<file path="src/hdl/sapr_consts.vh">
// Constants for the parallel readout converter control block
`ifndef SAPR_CONSTS_VH
`define SAPR_CONSTS_VH
`define SAPR_CLK_PERIOD_NS 100
`define SAPR_CONV_TIME_NS  610
// One clock per result bit plus the latch clock, longer than 610 ns at this clock
`define SAPR_CONV_CYCLES   5'h11
`define SAPR_CNT_W         5
`define SAPR_PIN_N         4
`define SAPR_PIN_CS        0
`define SAPR_PIN_CV        1
`define SAPR_PIN_RD        2
`define SAPR_PIN_BY        3
`define SAPR_PIN_IDLE      4'h7
`define SAPR_RES_W         16
`define SAPR_BYTE_W        8
`define SAPR_RES_ZERO      16'h0000
`define SAPR_ONES_BYTE     8'hFF
`define SAPR_SAR_MSB       16'h8000
`endif

</file>
<file path="src/hdl/sapr_sar.v">
// Successive approximation register stepping one bit per clock
`timescale 1ns/1ps
`default_nettype none
`include "sapr_consts.vh"
module sapr_sar (
   input  wire        clk_in,
   input  wire        rst_in,
   input  wire        start_in,
   input  wire        step_in,
   input  wire        cmp_hi_in,
   output reg  [15:0] trial_out
);
   reg  [15:0] bit_q;
   always @(posedge clk_in or posedge rst_in) begin
      if (rst_in) begin
         trial_out <= `SAPR_RES_ZERO;
         bit_q     <= `SAPR_RES_ZERO;
      end else if (start_in) begin
         trial_out <= `SAPR_SAR_MSB;
         bit_q     <= `SAPR_SAR_MSB;
      end else if (step_in && (bit_q != `SAPR_RES_ZERO)) begin
         trial_out <= (cmp_hi_in ? trial_out : (trial_out & ~bit_q)) | (bit_q >> 1);
         bit_q     <= bit_q >> 1;
      end
   end
endmodule
`default_nettype wire

</file>
<file path="src/hdl/sapr_top.v">
// Control and parallel readout of a 16-bit successive approximation converter
//
// Contract
// - Start falling edge moves sample into hold
// - Busy high from start until conversion done
// - Conversion timed by own clock only
// - Conversion lasts 610 ns; here 17 clocks, 1700 ns
// - Sampling starts at later of busy/select fall
// - Bus driven only when select and read low
// - Result is unsigned straight binary
// - Byte select low gives full word
// - Byte select high: low byte up, ones below
// - Reset asynchronous active low, held 20 ns
// - Reset abandons conversion at once
// - Reset clears output latches to zero
// - Sampling resumes promptly after reset
`timescale 1ns/1ps
`default_nettype none
`include "sapr_consts.vh"
module sapr_top (
   input  wire        CLK_IN,
   input  wire        RST_IN,
   input  wire        RESET_N_IN,
   input  wire        CONVERSION_START_N_IN,
   input  wire        CS_N_IN,
   input  wire        RD_N_IN,
   input  wire        BYTE_SEL_IN,
   input  wire        CMP_HI_IN,
   output wire        BUSY_OUT,
   output wire        SAMPLING_OUT,
   output wire [15:0] DATA_BUS_PINS_OUT,
   output wire        DATA_BUS_PINS_OE_OUT,
   output wire [15:0] TRIAL_CODE_OUT
);
   // -----------------------------
   // Constants and states
   // -----------------------------
   localparam [`SAPR_CNT_W-1:0] CONV_CYC = `SAPR_CONV_CYCLES;
   localparam [2:0] ST_IDLE = 3'h1;
   localparam [2:0] ST_CONV = 3'h2;
   localparam [2:0] ST_WAIT = 3'h4;

   // -----------------------------
   // Reset combine and input sync
   // -----------------------------
   localparam [`SAPR_PIN_N-1:0] PIN_IDLE = `SAPR_PIN_IDLE;
   wire                         arst = RST_IN | ~RESET_N_IN;
   wire [`SAPR_PIN_N-1:0]       pin_raw;
   wire [`SAPR_PIN_N-1:0]       pin_sync;
   assign pin_raw[`SAPR_PIN_CS] = CS_N_IN;
   assign pin_raw[`SAPR_PIN_CV] = CONVERSION_START_N_IN;
   assign pin_raw[`SAPR_PIN_RD] = RD_N_IN;
   assign pin_raw[`SAPR_PIN_BY] = BYTE_SEL_IN;
   // Two flops on the select, start, read and byte select pins before any logic reads them
   genvar si;
   generate
      for (si = 0; si < `SAPR_PIN_N; si = si + 1) begin : g_sync
         reg [1:0] sync_q;
         always @(posedge CLK_IN or posedge arst) begin
            if (arst) begin
               sync_q <= {2{PIN_IDLE[si]}};
            end else begin
               sync_q <= {sync_q[0], pin_raw[si]};
            end
         end
         assign pin_sync[si] = sync_q[1];
      end
   endgenerate

   // -----------------------------
   // Start edge detect
   // -----------------------------
   wire cs_n    = pin_sync[`SAPR_PIN_CS];
   wire cv_n    = pin_sync[`SAPR_PIN_CV];
   wire rd_n    = pin_sync[`SAPR_PIN_RD];
   wire byte_hi = pin_sync[`SAPR_PIN_BY];
   reg  cv_prev_q;
   always @(posedge CLK_IN or posedge arst) begin
      if (arst) begin
         cv_prev_q <= 1'b1;
      end else begin
         cv_prev_q <= cv_n;
      end
   end
   // Falling edge of the start pin, honoured only with select low
   wire start = cv_prev_q & ~cv_n & ~cs_n;

   // -----------------------------
   // Conversion sequencer
   // -----------------------------
   // Busy spans one clock per result bit plus the latch clock
   localparam [`SAPR_CNT_W-1:0] CNT_ONE = {{(`SAPR_CNT_W-1){1'b0}}, 1'b1};
   reg  [2:0]             st_q;
   reg  [2:0]             st_d;
   reg  [`SAPR_CNT_W-1:0] cnt_q;
   reg  [`SAPR_CNT_W-1:0] cnt_d;
   reg                    samp_q;
   reg                    samp_d;
   wire [15:0]            trial;
   wire                   in_conv  = (st_q == ST_CONV);
   wire                   start_ok = start & (st_q == ST_IDLE);
   wire                   done     = in_conv && (cnt_q == CONV_CYC - CNT_ONE);
   always @* begin
      st_d   = st_q;
      cnt_d  = cnt_q;
      samp_d = samp_q;
      case (st_q)
         ST_IDLE: begin
            if (start_ok) begin
               st_d   = ST_CONV;
               cnt_d  = {`SAPR_CNT_W{1'b0}};
               samp_d = 1'b0;
            end
         end
         ST_CONV: begin
            cnt_d = cnt_q + CNT_ONE;
            if (done) begin
               st_d   = cs_n ? ST_WAIT : ST_IDLE;
               samp_d = ~cs_n;
            end
         end
         ST_WAIT: begin
            if (!cs_n) begin
               st_d   = ST_IDLE;
               samp_d = 1'b1;
            end
         end
         default: begin
            st_d = ST_IDLE;
         end
      endcase
   end
   always @(posedge CLK_IN or posedge arst) begin
      if (arst) begin
         st_q   <= ST_IDLE;
         cnt_q  <= {`SAPR_CNT_W{1'b0}};
         samp_q <= 1'b1;
      end else begin
         st_q   <= st_d;
         cnt_q  <= cnt_d;
         samp_q <= samp_d;
      end
   end

   // -----------------------------
   // Successive approximation
   // -----------------------------
   // The latched comparator answers the trial code within the same clock
   sapr_sar u_sar (
      .clk_in    (CLK_IN),
      .rst_in    (arst),
      .start_in  (start_ok),
      .step_in   (in_conv),
      .cmp_hi_in (CMP_HI_IN),
      .trial_out (trial)
   );

   // -----------------------------
   // Result latch
   // -----------------------------
   // Held until the next conversion ends
   reg [15:0] res_q;
   always @(posedge CLK_IN or posedge arst) begin
      if (arst) begin
         res_q <= `SAPR_RES_ZERO;
      end else if (done) begin
         res_q <= trial;
      end
   end

   // -----------------------------
   // Output enable
   // -----------------------------
   // Bus drive follows the synchronised select and read strobe
   reg oe_q;
   always @(posedge CLK_IN or posedge arst) begin
      if (arst) begin
         oe_q <= 1'b0;
      end else begin
         oe_q <= ~cs_n & ~rd_n;
      end
   end

   // -----------------------------
   // Byte lane steering
   // -----------------------------
   wire [`SAPR_BYTE_W-1:0] ones_byte = `SAPR_ONES_BYTE;
   wire [15:0]             bus_d;
   reg  [15:0]             bus_q;
   genvar bi;
   generate
      for (bi = 0; bi < `SAPR_BYTE_W; bi = bi + 1) begin : g_lane
         assign bus_d[bi + `SAPR_BYTE_W] = byte_hi ? res_q[bi] : res_q[bi + `SAPR_BYTE_W];
         assign bus_d[bi]                = byte_hi ? ones_byte[bi] : res_q[bi];
      end
   endgenerate
   always @(posedge CLK_IN or posedge arst) begin
      if (arst) begin
         bus_q <= `SAPR_RES_ZERO;
      end else begin
         bus_q <= bus_d;
      end
   end

   // -----------------------------
   // Status outputs
   // -----------------------------
   assign BUSY_OUT             = in_conv;
   assign SAMPLING_OUT         = samp_q;

   // -----------------------------
   // Data outputs
   // -----------------------------
   assign DATA_BUS_PINS_OUT    = bus_q;
   assign DATA_BUS_PINS_OE_OUT = oe_q;
   assign TRIAL_CODE_OUT       = trial;
endmodule
`default_nettype wire

</file>
<file path="config.mk">
export PLATFORM = sky130hd
export DESIGN_NAME = sapr_top
export DESIGN_NICKNAME = d
export VERILOG_FILES = /design/src/hdl/sapr_sar.v /design/src/hdl/sapr_top.v
export VERILOG_INCLUDE_DIRS = /design/src /design/src/hdl
export SDC_FILE = /design/constraint.sdc
export NUM_CORES = 1
export LEC_CHECK = 0
export BUFFER_PORTS_ARGS = -buffer_cell sky130_fd_sc_hd__buf_2
export CORE_MARGIN = 3
export CORE_UTILIZATION = 38
export CTS_BUF_LIST = sky130_fd_sc_hd__clkbuf_8 sky130_fd_sc_hd__clkbuf_16
export DETAILED_ROUTE_END_ITERATION = 12
export PLACE_DENSITY = 0.53
export SKIP_LAST_GASP = 1
export SLEW_MARGIN = 25
export SYNTH_ARGS = -nofsm -noshare
export SYNTH_HDL_FRONTEND = slang
export SYNTH_SLANG_ARGS = --single-unit
</file>
<file path="constraint.sdc">
create_clock -name CLK_IN -period 8.9 [get_ports CLK_IN]
set_clock_uncertainty 0.1 [all_clocks]
set_input_delay 1.78 -clock CLK_IN [delete_from_list [all_inputs] [get_ports CLK_IN]]
set_output_delay 1.78 -clock CLK_IN [all_outputs]
set_load 0.01 [all_outputs]
</file>
==> results of run 1 <==
==> routing by layer <==
metal	vias to the layer above	global-route usage	wire (um)
li1	924	-	-
met1	973	0.178	2790
met2	42	0.190	2700
met3	4	0.0488	291
met4	0	0.0441	42
met5	-	0	0
==> area by class of cell <==
class | count | area [um^2] | share of cell area
sequential | 83 | 2090 | 0.551
multi-input combinational | 130 | 1070 | 0.282
timing repair buffer | 44 | 245 | 0.0647
clock buffer | 10 | 138 | 0.0363
tap | 105 | 131 | 0.0347
clock inverter | 6 | 96.3 | 0.0254
inverter | 6 | 22.5 | 0.00594
==> placed cells by master (no fill, tap or decap), types with 2 or more instances in the layout <==
cell type / count
o21ai_0: 2
ha_1: 2
dfrtp_1: 74
dfstp_2: 9
a22o_1: 15
mux2_2: 14
or2_2: 8
clkbuf_8: 10
bufinv_16: 2
a22oi_1: 3
mux2i_1: 2
inv_1: 5
a32o_1: 13
a21oi_1: 4
nor2b_1: 2
xor2_1: 2
nand2_1: 24
nand3_1: 2
buf_2: 42
o22ai_1: 2
nor4_1: 4
mux2_4: 10
nor2_1: 5
==> power breakdown <==
part	switching [W]	total, W	internal (W)
combinational	0.0000180	0.0000296	0.0000116
clock	0.000140	0.000309	0.000169
sequential	0.00000656	0.000393	0.000386
total	0.000165	0.000732	0.000567
==> cell families after synthesis <==
| kind of cell | count (synthesis) |
|---|---|
| xor gates and xnor gates | 2 |
| AOI/OAI and AO/OA | 44 |
| adders and majority gates | 2 |
| and+or+nand+nor | 56 |
| DFF | 83 |
| buffers and inverters | 19 |
| muxes | 26 |
==> cells in the mapped netlist (4+ instances only) <==
cell type and n:
a21oi_1 4, a22o_1 15, nand2_1 24, inv_1 5, mux2_4 10, buf_2 4
dfstp_2 9, or2_2 8, mux2_2 14, nor2_1 5, nor4_1 4, clkbuf_1 5
dfrtp_1 74, a32o_1 13
==> metrics by stage <==
step	hold WS [ns]	power [W]	cells	utilization
2_1_floorplan	0.231	0.000418	232	-
5_1_grt	0.264	0.000764	384	0.459
3_3_place_gp	0.236	0.000429	367	0.427
3_5_place_dp	0.239	0.000431	368	0.430
4_1_cts	0.259	0.000744	384	0.459
6_report	0.258	0.000732	384	0.459
==> flip-flops by register name (all words and copies together), names as in the netlist <==
signal and count:
u_sar.bit_q 16, st_q 3, res_q 16, cnt_q 5, DATA_BUS_PINS_OUT 16, SAMPLING_OUT 1, g_sync.sync_q 8, cv_prev_q 1
DATA_BUS_PINS_OE_OUT 1, u_sar.trial_out 16
==> worst min path at each step <==
stage          slack [ns]  cells past startpoint                  end
2_1_floorplan        0.23                      0  g_sync[3].sync_q[1]
3_3_place_gp         0.24                      0  g_sync[3].sync_q[1]
3_5_place_dp         0.24                      0  g_sync[3].sync_q[1]
4_1_cts              0.26                      0  g_sync[1].sync_q[1]
5_1_grt              0.26                      0  g_sync[1].sync_q[1]
6_report             0.26                      0  g_sync[1].sync_q[1]
==> impl_metrics.prom, run 1 <==
# TYPE chip_impl_metric gauge
chip_impl_metric{name="remaining_drc_errors",unit=""} 0
chip_impl_metric{name="worstPathArrival",unit="ns"} 1.79
chip_impl_metric{name="timing.final.hold_violations",unit=""} 0
chip_impl_metric{name="cts_sink_cnt",unit=""} 83
chip_impl_metric{name="num-fill-cells",unit=""} 773
chip_impl_metric{name="final_antenna_net_count",unit=""} 0
chip_impl_info{name="path_type_of_the_worst_min_delay_path",value="reg -> reg"} 1
chip_impl_metric{name="postRouteWirelength",unit="um"} 5820
chip_impl_metric{name="finished_cell_area",unit="um^2"} 3790
chip_impl_metric{name="vias",unit=""} 1943
chip_impl_metric{name="synth.yosys.seq_area_share",unit=""} 0.642
chip_impl_metric{name="design.die.area",unit="um^2"} 9710
chip_impl_info{name="synth.largest_area_cell",value="dfrtp_1"} 1
chip_impl_metric{name="gp_routability_congestion",unit=""} 0.783
chip_impl_metric{name="nets",unit=""} 284
chip_impl_metric{name="core.rowCount",unit=""} 33
chip_impl_metric{name="area_share_of_fa_ha_maj_cells_after_synthesis",unit=""} 0.00769
chip_impl_metric{name="grt_antenna_before_repair",unit=""} 0
chip_impl_metric{name="worstPathMaxFanout",unit=""} 11
chip_impl_metric{name="area_growth",unit="%"} 16.4
chip_impl_metric{name="floorplan.initialDensity",unit=""} 0.394
chip_impl_metric{name="hold_buffers",unit=""} 0
chip_impl_metric{name="setup_ws",unit="ns"} 5.23
chip_impl_metric{name="post_cts.resized_instances",unit=""} 0
chip_impl_metric{name="achievable-frequency",unit="MHz"} 273
chip_impl_metric{name="async_reset_ff_frac",unit=""} 1.00
chip_impl_metric{name="cp.depth",unit=""} 3
chip_impl_metric{name="design.portCount",unit=""} 43
chip_impl_metric{name="relSlewSlack",unit=""} 0.336
chip_impl_metric{name="cts_setup_buffers",unit=""} 0
chip_impl_metric{name="synthesis.instances",unit=""} 232
chip_impl_metric{name="grt_max_degree",unit=""} 47
chip_impl_metric{name="grt_first_pass_wirelength",unit="um"} 9910
chip_impl_metric{name="final-setup-viol-count",unit=""} 0
chip_impl_metric{name="wl_per_cell",unit="um"} 15.2
chip_impl_metric{name="r2r_cells",unit=""} 4
chip_impl_info{name="worst_path_max_delay_cell",value="or3b_1"} 1
chip_impl_info{name="critical_path.reg2reg.endpoint",value="u_sar.bit_q[9]"} 1
chip_impl_metric{name="fin_crit_share",unit=""} 0.412
chip_impl_metric{name="cts_max_level",unit=""} 3
chip_impl_metric{name="max-cap-violations",unit=""} 0
chip_impl_metric{name="grt_pass1_vias",unit=""} 1941
chip_impl_info{name="synth_flop_cell",value="dfrtp_1"} 1
chip_impl_metric{name="preCtsSetupSlack",unit="ns"} 5.60
chip_impl_info{name="criticalPathCategory",value="reg -> out"} 1
chip_impl_info{name="cp_cell_sequence",value="or3b_1 -> inv_2 -> buf_2"} 1
chip_impl_metric{name="synth-edff-count",unit=""} 0
chip_impl_metric{name="core_region_area",unit="um^2"} 8260
chip_impl_info{name="status",value="finished clean"} 1
chip_impl_metric{name="cts-root-to-sink-buffers",unit=""} 2
chip_impl_metric{name="tightestPinTransition",unit="ns"} 0.996
chip_impl_metric{name="yosys-mux-area-fraction",unit=""} 0.101
chip_impl_metric{name="routed_via_density",unit=""} 5.06
chip_impl_metric{name="io_buffers",unit=""} 42
chip_impl_metric{name="die_w",unit="um"} 98.5
chip_impl_metric{name="power.static_leakage",unit="nW"} 1.87
chip_impl_metric{name="global_route.usage.total",unit=""} 0.129
chip_impl_metric{name="synth_fp_nets",unit=""} 242
chip_impl_info{name="hp-start",value="g_sync[1].sync_q[0]"} 1
chip_impl_info{name="timing.critical_path.from",value="st_q[2]"} 1
chip_impl_metric{name="library_cells_used_by_synthesis",unit=""} 40
chip_impl_info{name="crit_family",value="simple AND/OR/NAND/NOR gates"} 1
chip_impl_metric{name="firstDrtPassIters",unit=""} 4
chip_impl_metric{name="netlist_area",unit="um^2"} 3250
chip_impl_metric{name="combined_buffer_and_inverter_count_along_the_critical_path",unit=""} 2
chip_impl_metric{name="worst_ep_required_time",unit="ns"} 7.02
chip_impl_info{name="crit_path_end",value="BUSY_OUT"} 1
chip_impl_info{name="worst_r2r_startpoint",value="st_q[2]"} 1
chip_impl_info{name="synth_top_family_by_area",value="compound AO/OA/AOI/OAI gates"} 1
chip_impl_info{name="clk_root_buffer_cell",value="clkbuf_8"} 1
chip_impl_metric{name="power-per-cell-area",unit="nW/um^2"} 193
chip_impl_info{name="timing.critical_path.from_type",value="flip-flop"} 1
chip_impl_metric{name="place_area",unit="um^2"} 3550
chip_impl_info{name="synth.area.top_cells",value="dfrtp_1 (57%), dfstp_2 (7.3%), mux2_2 (4.8%)"} 1
chip_impl_metric{name="post_synth_xor_xnor_area",unit=""} 0.00538
chip_impl_metric{name="path_clk_slew",unit="ns"} 0.08
chip_impl_metric{name="overflow",unit=""} 0
chip_impl_metric{name="ys_ff_latch",unit=""} 83
chip_impl_metric{name="n_antenna_cell",unit=""} 0
chip_impl_metric{name="dp_hpwl",unit="um"} 3720
chip_impl_metric{name="synth-compound-area-share",unit=""} 0.113
chip_impl_metric{name="reg2reg_setup_slack",unit="ns"} 6.38
chip_impl_metric{name="drt_first_iter_violations",unit=""} 78
chip_impl_metric{name="critical_path.max_stage_delay",unit="ns"} 0.54
chip_impl_metric{name="inserted_clock_buffers",unit=""} 9
chip_impl_metric{name="timing.final.max_slew_violations",unit=""} 0
chip_impl_info{name="timing.critical_path.to_type",value="output pin"} 1
chip_impl_metric{name="die_height",unit="um"} 98.5
chip_impl_metric{name="final_layout_size_suffix_gt1_frac",unit=""} 0.384
chip_impl_info{name="clock_tree_from_tritoncts",value="yes"} 1
chip_impl_metric{name="synth_warnings",unit=""} 0
chip_impl_metric{name="worst_ir_drop_vdd",unit="V"} 0.000146
chip_impl_metric{name="postSynthAreaPerCell",unit="um^2"} 14.0
chip_impl_metric{name="final.setup.tns",unit="ns"} 0
chip_impl_metric{name="simple_gate_share_of_the_synthesized_area",unit=""} 0.0984
chip_impl_metric{name="min_period",unit="ns"} 3.67
chip_impl_metric{name="synth_largest_type_area_fraction",unit=""} 0.569
chip_impl_info{name="setup_repair_after_global_routing_missed_its_margin",value="no"} 1
chip_impl_metric{name="clock_insertion_delay_worst_skew",unit="ns"} 0.35
(Power assumes the default switching activity.)
==> run 2, diff against run 1 <==
Settings changed: ABC_AREA set to 1, PLACE_DENSITY 0.53 to 0.55.
Clock period 8.9 ns to 3 ns, I/O delays scaled along.
==> impl_metrics.prom, run 2 <==
# TYPE chip_impl_metric gauge
chip_impl_info{name="layout.cells.most_common_list",value="dfrtp_1 (74), nand2_1 (72), inv_1 (51)"} 1
chip_impl_metric{name="cts_sink_cnt",unit=""} 83
chip_impl_metric{name="worstPathArrival",unit="ns"} 1.67
chip_impl_metric{name="netlist_area",unit="um^2"} 3640
chip_impl_info{name="clock_tree_from_tritoncts",value="yes"} 1
chip_impl_metric{name="wl_per_cell",unit="um"} 13.7
chip_impl_info{name="most_common_cell_after_layout_fill_and_taps_aside",value="dfrtp_1"} 1
chip_impl_metric{name="design.die.area",unit="um^2"} 10800
chip_impl_info{name="synth_commonest_cells",value="dfrtp_1 (74), nand2_1 (72), inv_1 (51)"} 1
chip_impl_metric{name="cts_setup_buffers",unit=""} 0
chip_impl_metric{name="async_reset_ff_frac",unit=""} 1.00
chip_impl_metric{name="path_clk_slew",unit="ns"} 0.09
chip_impl_metric{name="synth-edff-count",unit=""} 0
chip_impl_info{name="criticalPathCategory",value="reg -> out"} 1
chip_impl_metric{name="synth_warnings",unit=""} 0
chip_impl_metric{name="core_region_area",unit="um^2"} 9280
chip_impl_metric{name="clock_insertion_delay_worst_skew",unit="ns"} 0.35
chip_impl_info{name="route.top_layer_used",value="met4"} 1
chip_impl_metric{name="final_antenna_net_count",unit=""} 0
chip_impl_metric{name="critical_path.max_stage_delay",unit="ns"} 0.45
chip_impl_metric{name="final.setup.tns",unit="ns"} 0
chip_impl_metric{name="final-setup-viol-count",unit=""} 0
chip_impl_metric{name="worstPathMaxFanout",unit=""} 38
chip_impl_metric{name="remaining_drc_errors",unit=""} 0
chip_impl_metric{name="ys_ff_latch",unit=""} 83
chip_impl_metric{name="grt_pass1_vias",unit=""} 2452
chip_impl_metric{name="overflow",unit=""} 0
chip_impl_metric{name="reg2reg_setup_slack",unit="ns"} 1.03
chip_impl_metric{name="met2_wirelength",unit="um"} 3510
chip_impl_info{name="timing.critical_path.to_type",value="output pin"} 1
chip_impl_metric{name="preCtsSetupSlack",unit="ns"} 1.01
chip_impl_info{name="synth.largest_area_cell",value="dfrtp_1"} 1
chip_impl_metric{name="relSlewSlack",unit=""} 0.386
chip_impl_metric{name="nets",unit=""} 421
chip_impl_metric{name="grt_max_degree",unit=""} 42
chip_impl_metric{name="die_w",unit="um"} 104
chip_impl_metric{name="global_route.usage.total",unit=""} 0.144
chip_impl_info{name="hp-start",value="RD_N_IN"} 1
chip_impl_metric{name="inserted_clock_buffers",unit=""} 9
chip_impl_metric{name="die_height",unit="um"} 104
chip_impl_metric{name="worstHoldPathCells",unit=""} 1
chip_impl_info{name="setup_repair_after_global_routing_missed_its_margin",value="no"} 1
chip_impl_metric{name="power-per-cell-area",unit="nW/um^2"} 523
chip_impl_metric{name="postRouteWirelength",unit="um"} 7470
chip_impl_metric{name="grt_first_pass_wirelength",unit="um"} 12600
chip_impl_metric{name="vias",unit=""} 2578
chip_impl_metric{name="setup_ws",unit="ns"} 0.626
chip_impl_metric{name="power.static_leakage",unit="nW"} 2.04
chip_impl_metric{name="routed_via_density",unit=""} 4.73
chip_impl_metric{name="postSynthAreaPerCell",unit="um^2"} 9.79
chip_impl_metric{name="num-fill-cells",unit=""} 912
chip_impl_info{name="cp_cell_sequence",value="nor3_4 -> buf_4 -> buf_2"} 1
chip_impl_metric{name="timing.final.max_slew_violations",unit=""} 0
chip_impl_metric{name="dp_hpwl",unit="um"} 4970
chip_impl_info{name="status",value="finished clean"} 1
chip_impl_info{name="synthMostInstantiatedCell",value="dfrtp_1"} 1
chip_impl_metric{name="gp_routability_congestion",unit=""} 0.771
chip_impl_metric{name="design.portCount",unit=""} 43
chip_impl_metric{name="n_antenna_cell",unit=""} 0
chip_impl_metric{name="core.rowCount",unit=""} 35
chip_impl_info{name="path_type_of_the_worst_min_delay_path",value="in -> reg"} 1
chip_impl_info{name="clk_root_buffer_cell",value="clkbuf_8"} 1
chip_impl_metric{name="wl_met1",unit="um"} 3610
chip_impl_info{name="timing.critical_path.from_type",value="flip-flop"} 1
chip_impl_metric{name="grt_antenna_before_repair",unit=""} 0
chip_impl_metric{name="synth.yosys.seq_area_share",unit=""} 0.573
chip_impl_metric{name="cts-root-to-sink-buffers",unit=""} 2
chip_impl_metric{name="area_growth",unit="%"} 13.9
chip_impl_info{name="synth_flop_cell",value="dfrtp_1"} 1
chip_impl_metric{name="firstDrtPassIters",unit=""} 4
chip_impl_metric{name="worst_ep_required_time",unit="ns"} 2.30
chip_impl_metric{name="final-seq-area",unit="um^2"} 2090
chip_impl_metric{name="r2r_cells",unit=""} 5
chip_impl_metric{name="achievable-frequency",unit="MHz"} 421
chip_impl_info{name="timing.critical_path.from",value="st_q[2]"} 1
chip_impl_info{name="synth.area.top_cells",value="dfrtp_1 (51%), o21ai_2 (11%), nand2_1 (7.4%)"} 1
chip_impl_metric{name="hold_buffers",unit=""} 0
chip_impl_metric{name="met3_length",unit="um"} 236
chip_impl_metric{name="cts_max_level",unit=""} 3
chip_impl_metric{name="floorplan.initialDensity",unit=""} 0.392
chip_impl_metric{name="synthesis.instances",unit=""} 372
chip_impl_metric{name="min_period",unit="ns"} 2.37
chip_impl_metric{name="synth_fp_nets",unit=""} 382
chip_impl_metric{name="synth_largest_type_area_fraction",unit=""} 0.508
chip_impl_metric{name="timing.final.hold_violations",unit=""} 0
chip_impl_metric{name="worst_ir_drop_vdd",unit="V"} 0.000203
chip_impl_metric{name="io_buffers",unit=""} 42
chip_impl_info{name="critical_path.reg2reg.endpoint",value="u_sar.bit_q[15]"} 1
chip_impl_metric{name="multi_input_comb_area",unit="um^2"} 1230
chip_impl_info{name="worst_path_max_delay_cell",value="dfrtp_1"} 1
chip_impl_metric{name="max-cap-violations",unit=""} 0
chip_impl_metric{name="drt_first_iter_violations",unit=""} 160
chip_impl_info{name="holdPathEnd",value="g_sync[2].sync_q[0]"} 1
chip_impl_metric{name="tightestPinTransition",unit="ns"} 0.918
chip_impl_metric{name="final_layout_size_suffix_gt1_frac",unit=""} 0.296
chip_impl_info{name="worst_r2r_startpoint",value="st_q[0]"} 1
chip_impl_metric{name="post_cts.resized_instances",unit=""} 0
chip_impl_metric{name="fin_crit_share",unit=""} 0.791
chip_impl_metric{name="library_cells_used_by_synthesis",unit=""} 24
-- run 2: per-stage QoR --
step / instance area [um^2] / hold WS (ns) / total power [W] / util / cells
finish: 4150 / 0.236 / 0.00217 / 0.447 / 545
global route: 4150 / 0.209 / 0.00228 / 0.447 / 545
CTS: 4150 / 0.220 / 0.00220 / 0.447 / 545
detailed placement: 3950 / 0.235 / 0.00138 / 0.425 / 529
global placement: 3950 / 0.232 / 0.00138 / 0.425 / 529
floorplan: 3650 / 0.231 / 0.00132 / - / 372
-- run 2: power breakdown --
part           switching (W)  internal, W  leakage, nW
Clock               0.000423     0.000391        0.101
Combinational       0.000133    0.0000486        0.838
Sequential         0.0000192      0.00115         1.10
-- run 2: final cells by class --
class | instances | area share
multi-input combinational | 217 | 0.297
sequential | 83 | 0.503
tap | 129 | 0.0389
clock inverter | 7 | 0.0187
inverter | 52 | 0.0471
clock buffer | 9 | 0.0299
timing repair buffer | 48 | 0.0646
-- run 2: cell families after synthesis --
logic type      Yosys count  synth area share
buf+inv                  72            0.0917
simple gates            135             0.171
compound gates           80             0.157
flops                    83             0.573
fa+ha+maj                 2           0.00687
-- run 2: how the worst max path moves through the flow --
stage | endpoint | slack (ns)
2_1_floorplan | DATA_BUS_PINS_OE_OUT | 0.73
3_3_place_gp | BUSY_OUT | 1.00
3_5_place_dp | BUSY_OUT | 1.01
4_1_cts | BUSY_OUT | 0.60
5_1_grt | BUSY_OUT | 0.52
6_report | BUSY_OUT | 0.63
-- run 2: critical path: cells and delay by family (launching register included) --
kind	cells	cell delay (ns)
and+or+nand+nor	1	0.24
DFF	1	0.45
buffers and inverters	2	0.62
-- run 2: layer usage --
layer  global-route usage  up-vias
met1                0.201     1227
met5                    0        -
li1                     -     1302
met3               0.0366       10
met4               0.0465        0
met2                0.221       39
==> run 3, diff against run 2 <==
Settings changed: ABC_AREA 1 to 0, PLACE_DENSITY 0.55 to 0.53.
Clock period 3 ns to 2.31 ns, I/O delays scaled along.
==> impl_metrics.prom, run 3 (synthesized netlist as in run 1, its figures left out) <==
# TYPE chip_impl_metric gauge
chip_impl_info{name="status",value="finished clean"} 1
chip_impl_metric{name="num-fill-cells",unit=""} 786
chip_impl_metric{name="design.die.area",unit="um^2"} 9710
chip_impl_metric{name="total_switching_power",unit="W"} 0.000628
chip_impl_metric{name="nets",unit=""} 290
chip_impl_metric{name="min_period",unit="ns"} 2.17
chip_impl_metric{name="worst_ep_required_time",unit="ns"} 1.75
chip_impl_info{name="timing.critical_path.from_type",value="flip-flop"} 1
chip_impl_metric{name="combined_buffer_and_inverter_count_along_the_critical_path",unit=""} 2
chip_impl_metric{name="proportion_of_total_power_due_to_net_switching",unit=""} 0.232
chip_impl_info{name="worst_path_max_delay_cell",value="dfrtp_1"} 1
chip_impl_metric{name="worstPathMaxFanout",unit=""} 11
chip_impl_metric{name="power-per-cell-area",unit="nW/um^2"} 709
chip_impl_info{name="most_common_cell_after_layout_fill_and_taps_aside",value="dfrtp_1"} 1
chip_impl_metric{name="fin_crit_share",unit=""} 0.940
chip_impl_metric{name="cts-root-to-sink-buffers",unit=""} 2
chip_impl_metric{name="core_region_area",unit="um^2"} 8260
chip_impl_metric{name="power_frac_comb",unit=""} 0.044
chip_impl_metric{name="final.setup.tns",unit="ns"} 0
chip_impl_metric{name="tightestPinTransition",unit="ns"} 0.561
chip_impl_metric{name="grt_max_degree",unit=""} 38
chip_impl_info{name="timing.critical_path.to_type",value="output pin"} 1
chip_impl_info{name="clock_tree_from_tritoncts",value="yes"} 1
chip_impl_metric{name="global_route.usage.total",unit=""} 0.131
chip_impl_metric{name="timing.final.max_slew_violations",unit=""} 0
chip_impl_metric{name="preCtsSetupSlack",unit="ns"} 0.397
chip_impl_metric{name="clock_group_share_of_total_power",unit=""} 0.396
chip_impl_metric{name="cts_setup_buffers",unit=""} 0
chip_impl_metric{name="vias",unit=""} 1964
chip_impl_metric{name="area_growth",unit="%"} 17.1
chip_impl_metric{name="grt_antenna_before_repair",unit=""} 0
chip_impl_metric{name="setup_ws",unit="ns"} 0.138
chip_impl_metric{name="wl_per_cell",unit="um"} 15.2
chip_impl_metric{name="grt_pass1_vias",unit=""} 1999
chip_impl_metric{name="place_area",unit="um^2"} 3600
chip_impl_metric{name="inserted_clock_buffers",unit=""} 9
chip_impl_metric{name="timing.final.hold_violations",unit=""} 0
chip_impl_metric{name="overflow",unit=""} 0
chip_impl_metric{name="path_clk_slew",unit="ns"} 0.09
chip_impl_info{name="cp_cell_sequence",value="or3b_1 -> inv_2 -> buf_2"} 1
chip_impl_metric{name="final_layout_size_suffix_gt1_frac",unit=""} 0.396
chip_impl_metric{name="postRouteWirelength",unit="um"} 5910
chip_impl_metric{name="cts_sink_cnt",unit=""} 83
chip_impl_metric{name="die_w",unit="um"} 98.5
chip_impl_metric{name="floorplan.initialDensity",unit=""} 0.394
chip_impl_metric{name="post_cts.resized_instances",unit=""} 0
chip_impl_info{name="crit_family",value="flip-flops"} 1
chip_impl_metric{name="whs",unit="ns"} 0.0787
chip_impl_metric{name="critical_path.max_stage_delay",unit="ns"} 0.44
chip_impl_metric{name="drt_first_iter_violations",unit=""} 47
chip_impl_metric{name="final-setup-viol-count",unit=""} 0
chip_impl_metric{name="design.portCount",unit=""} 43
chip_impl_metric{name="dp_hpwl",unit="um"} 3900
chip_impl_info{name="clk_root_buffer_cell",value="clkbuf_8"} 1
chip_impl_metric{name="firstDrtPassIters",unit=""} 4
chip_impl_metric{name="hold_buffers",unit=""} 0
chip_impl_metric{name="final_antenna_net_count",unit=""} 0
chip_impl_info{name="criticalPathCategory",value="reg -> out"} 1
chip_impl_metric{name="cellInternalPower",unit="W"} 0.00208
chip_impl_info{name="layout.cells.most_common_list",value="dfrtp_1 (74), buf_2 (42), nand2_1 (24)"} 1
chip_impl_metric{name="worstPathArrival",unit="ns"} 1.61
chip_impl_metric{name="reg_power_frac",unit=""} 0.560
chip_impl_metric{name="achievable-frequency",unit="MHz"} 460
chip_impl_metric{name="power.static_leakage",unit="nW"} 1.88
chip_impl_metric{name="grt_first_pass_wirelength",unit="um"} 10100
chip_impl_metric{name="worst_ir_drop_vdd",unit="V"} 0.000344
chip_impl_metric{name="cts_max_level",unit=""} 3
chip_impl_metric{name="gp_routability_congestion",unit=""} 0.770
chip_impl_metric{name="layout.core_utilization",unit=""} 0.462
chip_impl_info{name="path_type_of_the_worst_min_delay_path",value="in -> async"} 1
chip_impl_metric{name="io_buffers",unit=""} 42
chip_impl_metric{name="finished_cell_area",unit="um^2"} 3810
chip_impl_metric{name="die_height",unit="um"} 98.5
chip_impl_metric{name="max-cap-violations",unit=""} 0
chip_impl_metric{name="clock_insertion_delay_worst_skew",unit="ns"} 0.35
chip_impl_metric{name="remaining_drc_errors",unit=""} 0
chip_impl_metric{name="core.rowCount",unit=""} 33
chip_impl_metric{name="n_antenna_cell",unit=""} 0
chip_impl_info{name="setup_repair_after_global_routing_missed_its_margin",value="no"} 1
chip_impl_metric{name="routed_via_density",unit=""} 5.04
chip_impl_metric{name="relSlewSlack",unit=""} 0.626
[run 3: cell types whose count changed in the layout (fill, tap and decap cells not counted), moves of 7 or more]
cell     delta
a22o_1     +15
a32o_1     +13
inv_1      -46
mux2_2     +14
mux2_4     +10
nand2_1    -48
nand4_1    -34
nor2_1      -9
o21ai_0    -29
o21ai_2    -44
or2_2       +7
[run 3: power by group through the flow]
stage	combinational [W]	clock, W	sequential (W)
CTS	0.000125	0.00111	0.00151
floorplan	0.0000726	0	0.00154
detailed placement	0.000125	0	0.00154
global placement	0.000123	0	0.00154
global route	0.000137	0.00117	0.00152
finish	0.000120	0.00107	0.00151
[run 3: path summary, 6_finish.rpt]
| path | cells past startpoint | endpoint | start | slack (ns) |
|---|---|---|---|---|
| min in group CLK_IN | 1 | g_sync[2].sync_q[0] | RD_N_IN | 0.11 |
| max in group asynchronous | 3 | DATA_BUS_PINS_OUT[13] | RST_IN | 1.42 |
| setup reg to reg | 5 | u_sar.bit_q[7] | st_q[2] | 0.40 |
| hold reg to reg | 0 | g_sync[3].sync_q[1] | g_sync[3].sync_q[0] | 0.26 |
| setup / recovery | 3 | BUSY_OUT | st_q[2] | 0.14 |
| hold / removal | 2 | DATA_BUS_PINS_OE_OUT | RESET_N_IN | 0.08 |
[run 3: layout make-up]
| class | instances | area (um^2) | area share |
|---|---|---|---|
| clock buffers | 10 | 138 | 0.0361 |
| flip-flops and latches | 83 | 2090 | 0.548 |
| well taps | 105 | 131 | 0.0345 |
| repair buffers | 50 | 295 | 0.0775 |
| multi-input cells | 130 | 1070 | 0.280 |
| inverters | 6 | 22.5 | 0.00591 |
| clock inverters | 6 | 68.8 | 0.0181 |
[run 3: stage by stage]
| step | total power (W) | instances |
|---|---|---|
| 6_report | 0.00270 | 390 |
| 3_5_place_dp | 0.00167 | 374 |
| 5_1_grt | 0.00283 | 390 |
| 2_1_floorplan | 0.00161 | 232 |
| 4_1_cts | 0.00275 | 390 |
| 3_3_place_gp | 0.00167 | 374 |
[run 3: worst reg2reg max path: stages, from the launching register on]
cell and delay, ns:
dfrtp_1 0.44, nor4b_1 0.38, and3b_1 0.41, a21oi_2 0.08, buf_4 0.20, a22o_1 0.19
[run 3: layer usage]
metal | GRT usage | wire length, um | vias to the layer above
met3 | 0.0524 | 301 | 5
met2 | 0.201 | 2730 | 46
met5 | 0 | 0 | -
met4 | 0.0315 | 52 | 0
met1 | 0.175 | 2820 | 980
li1 | - | - | 933
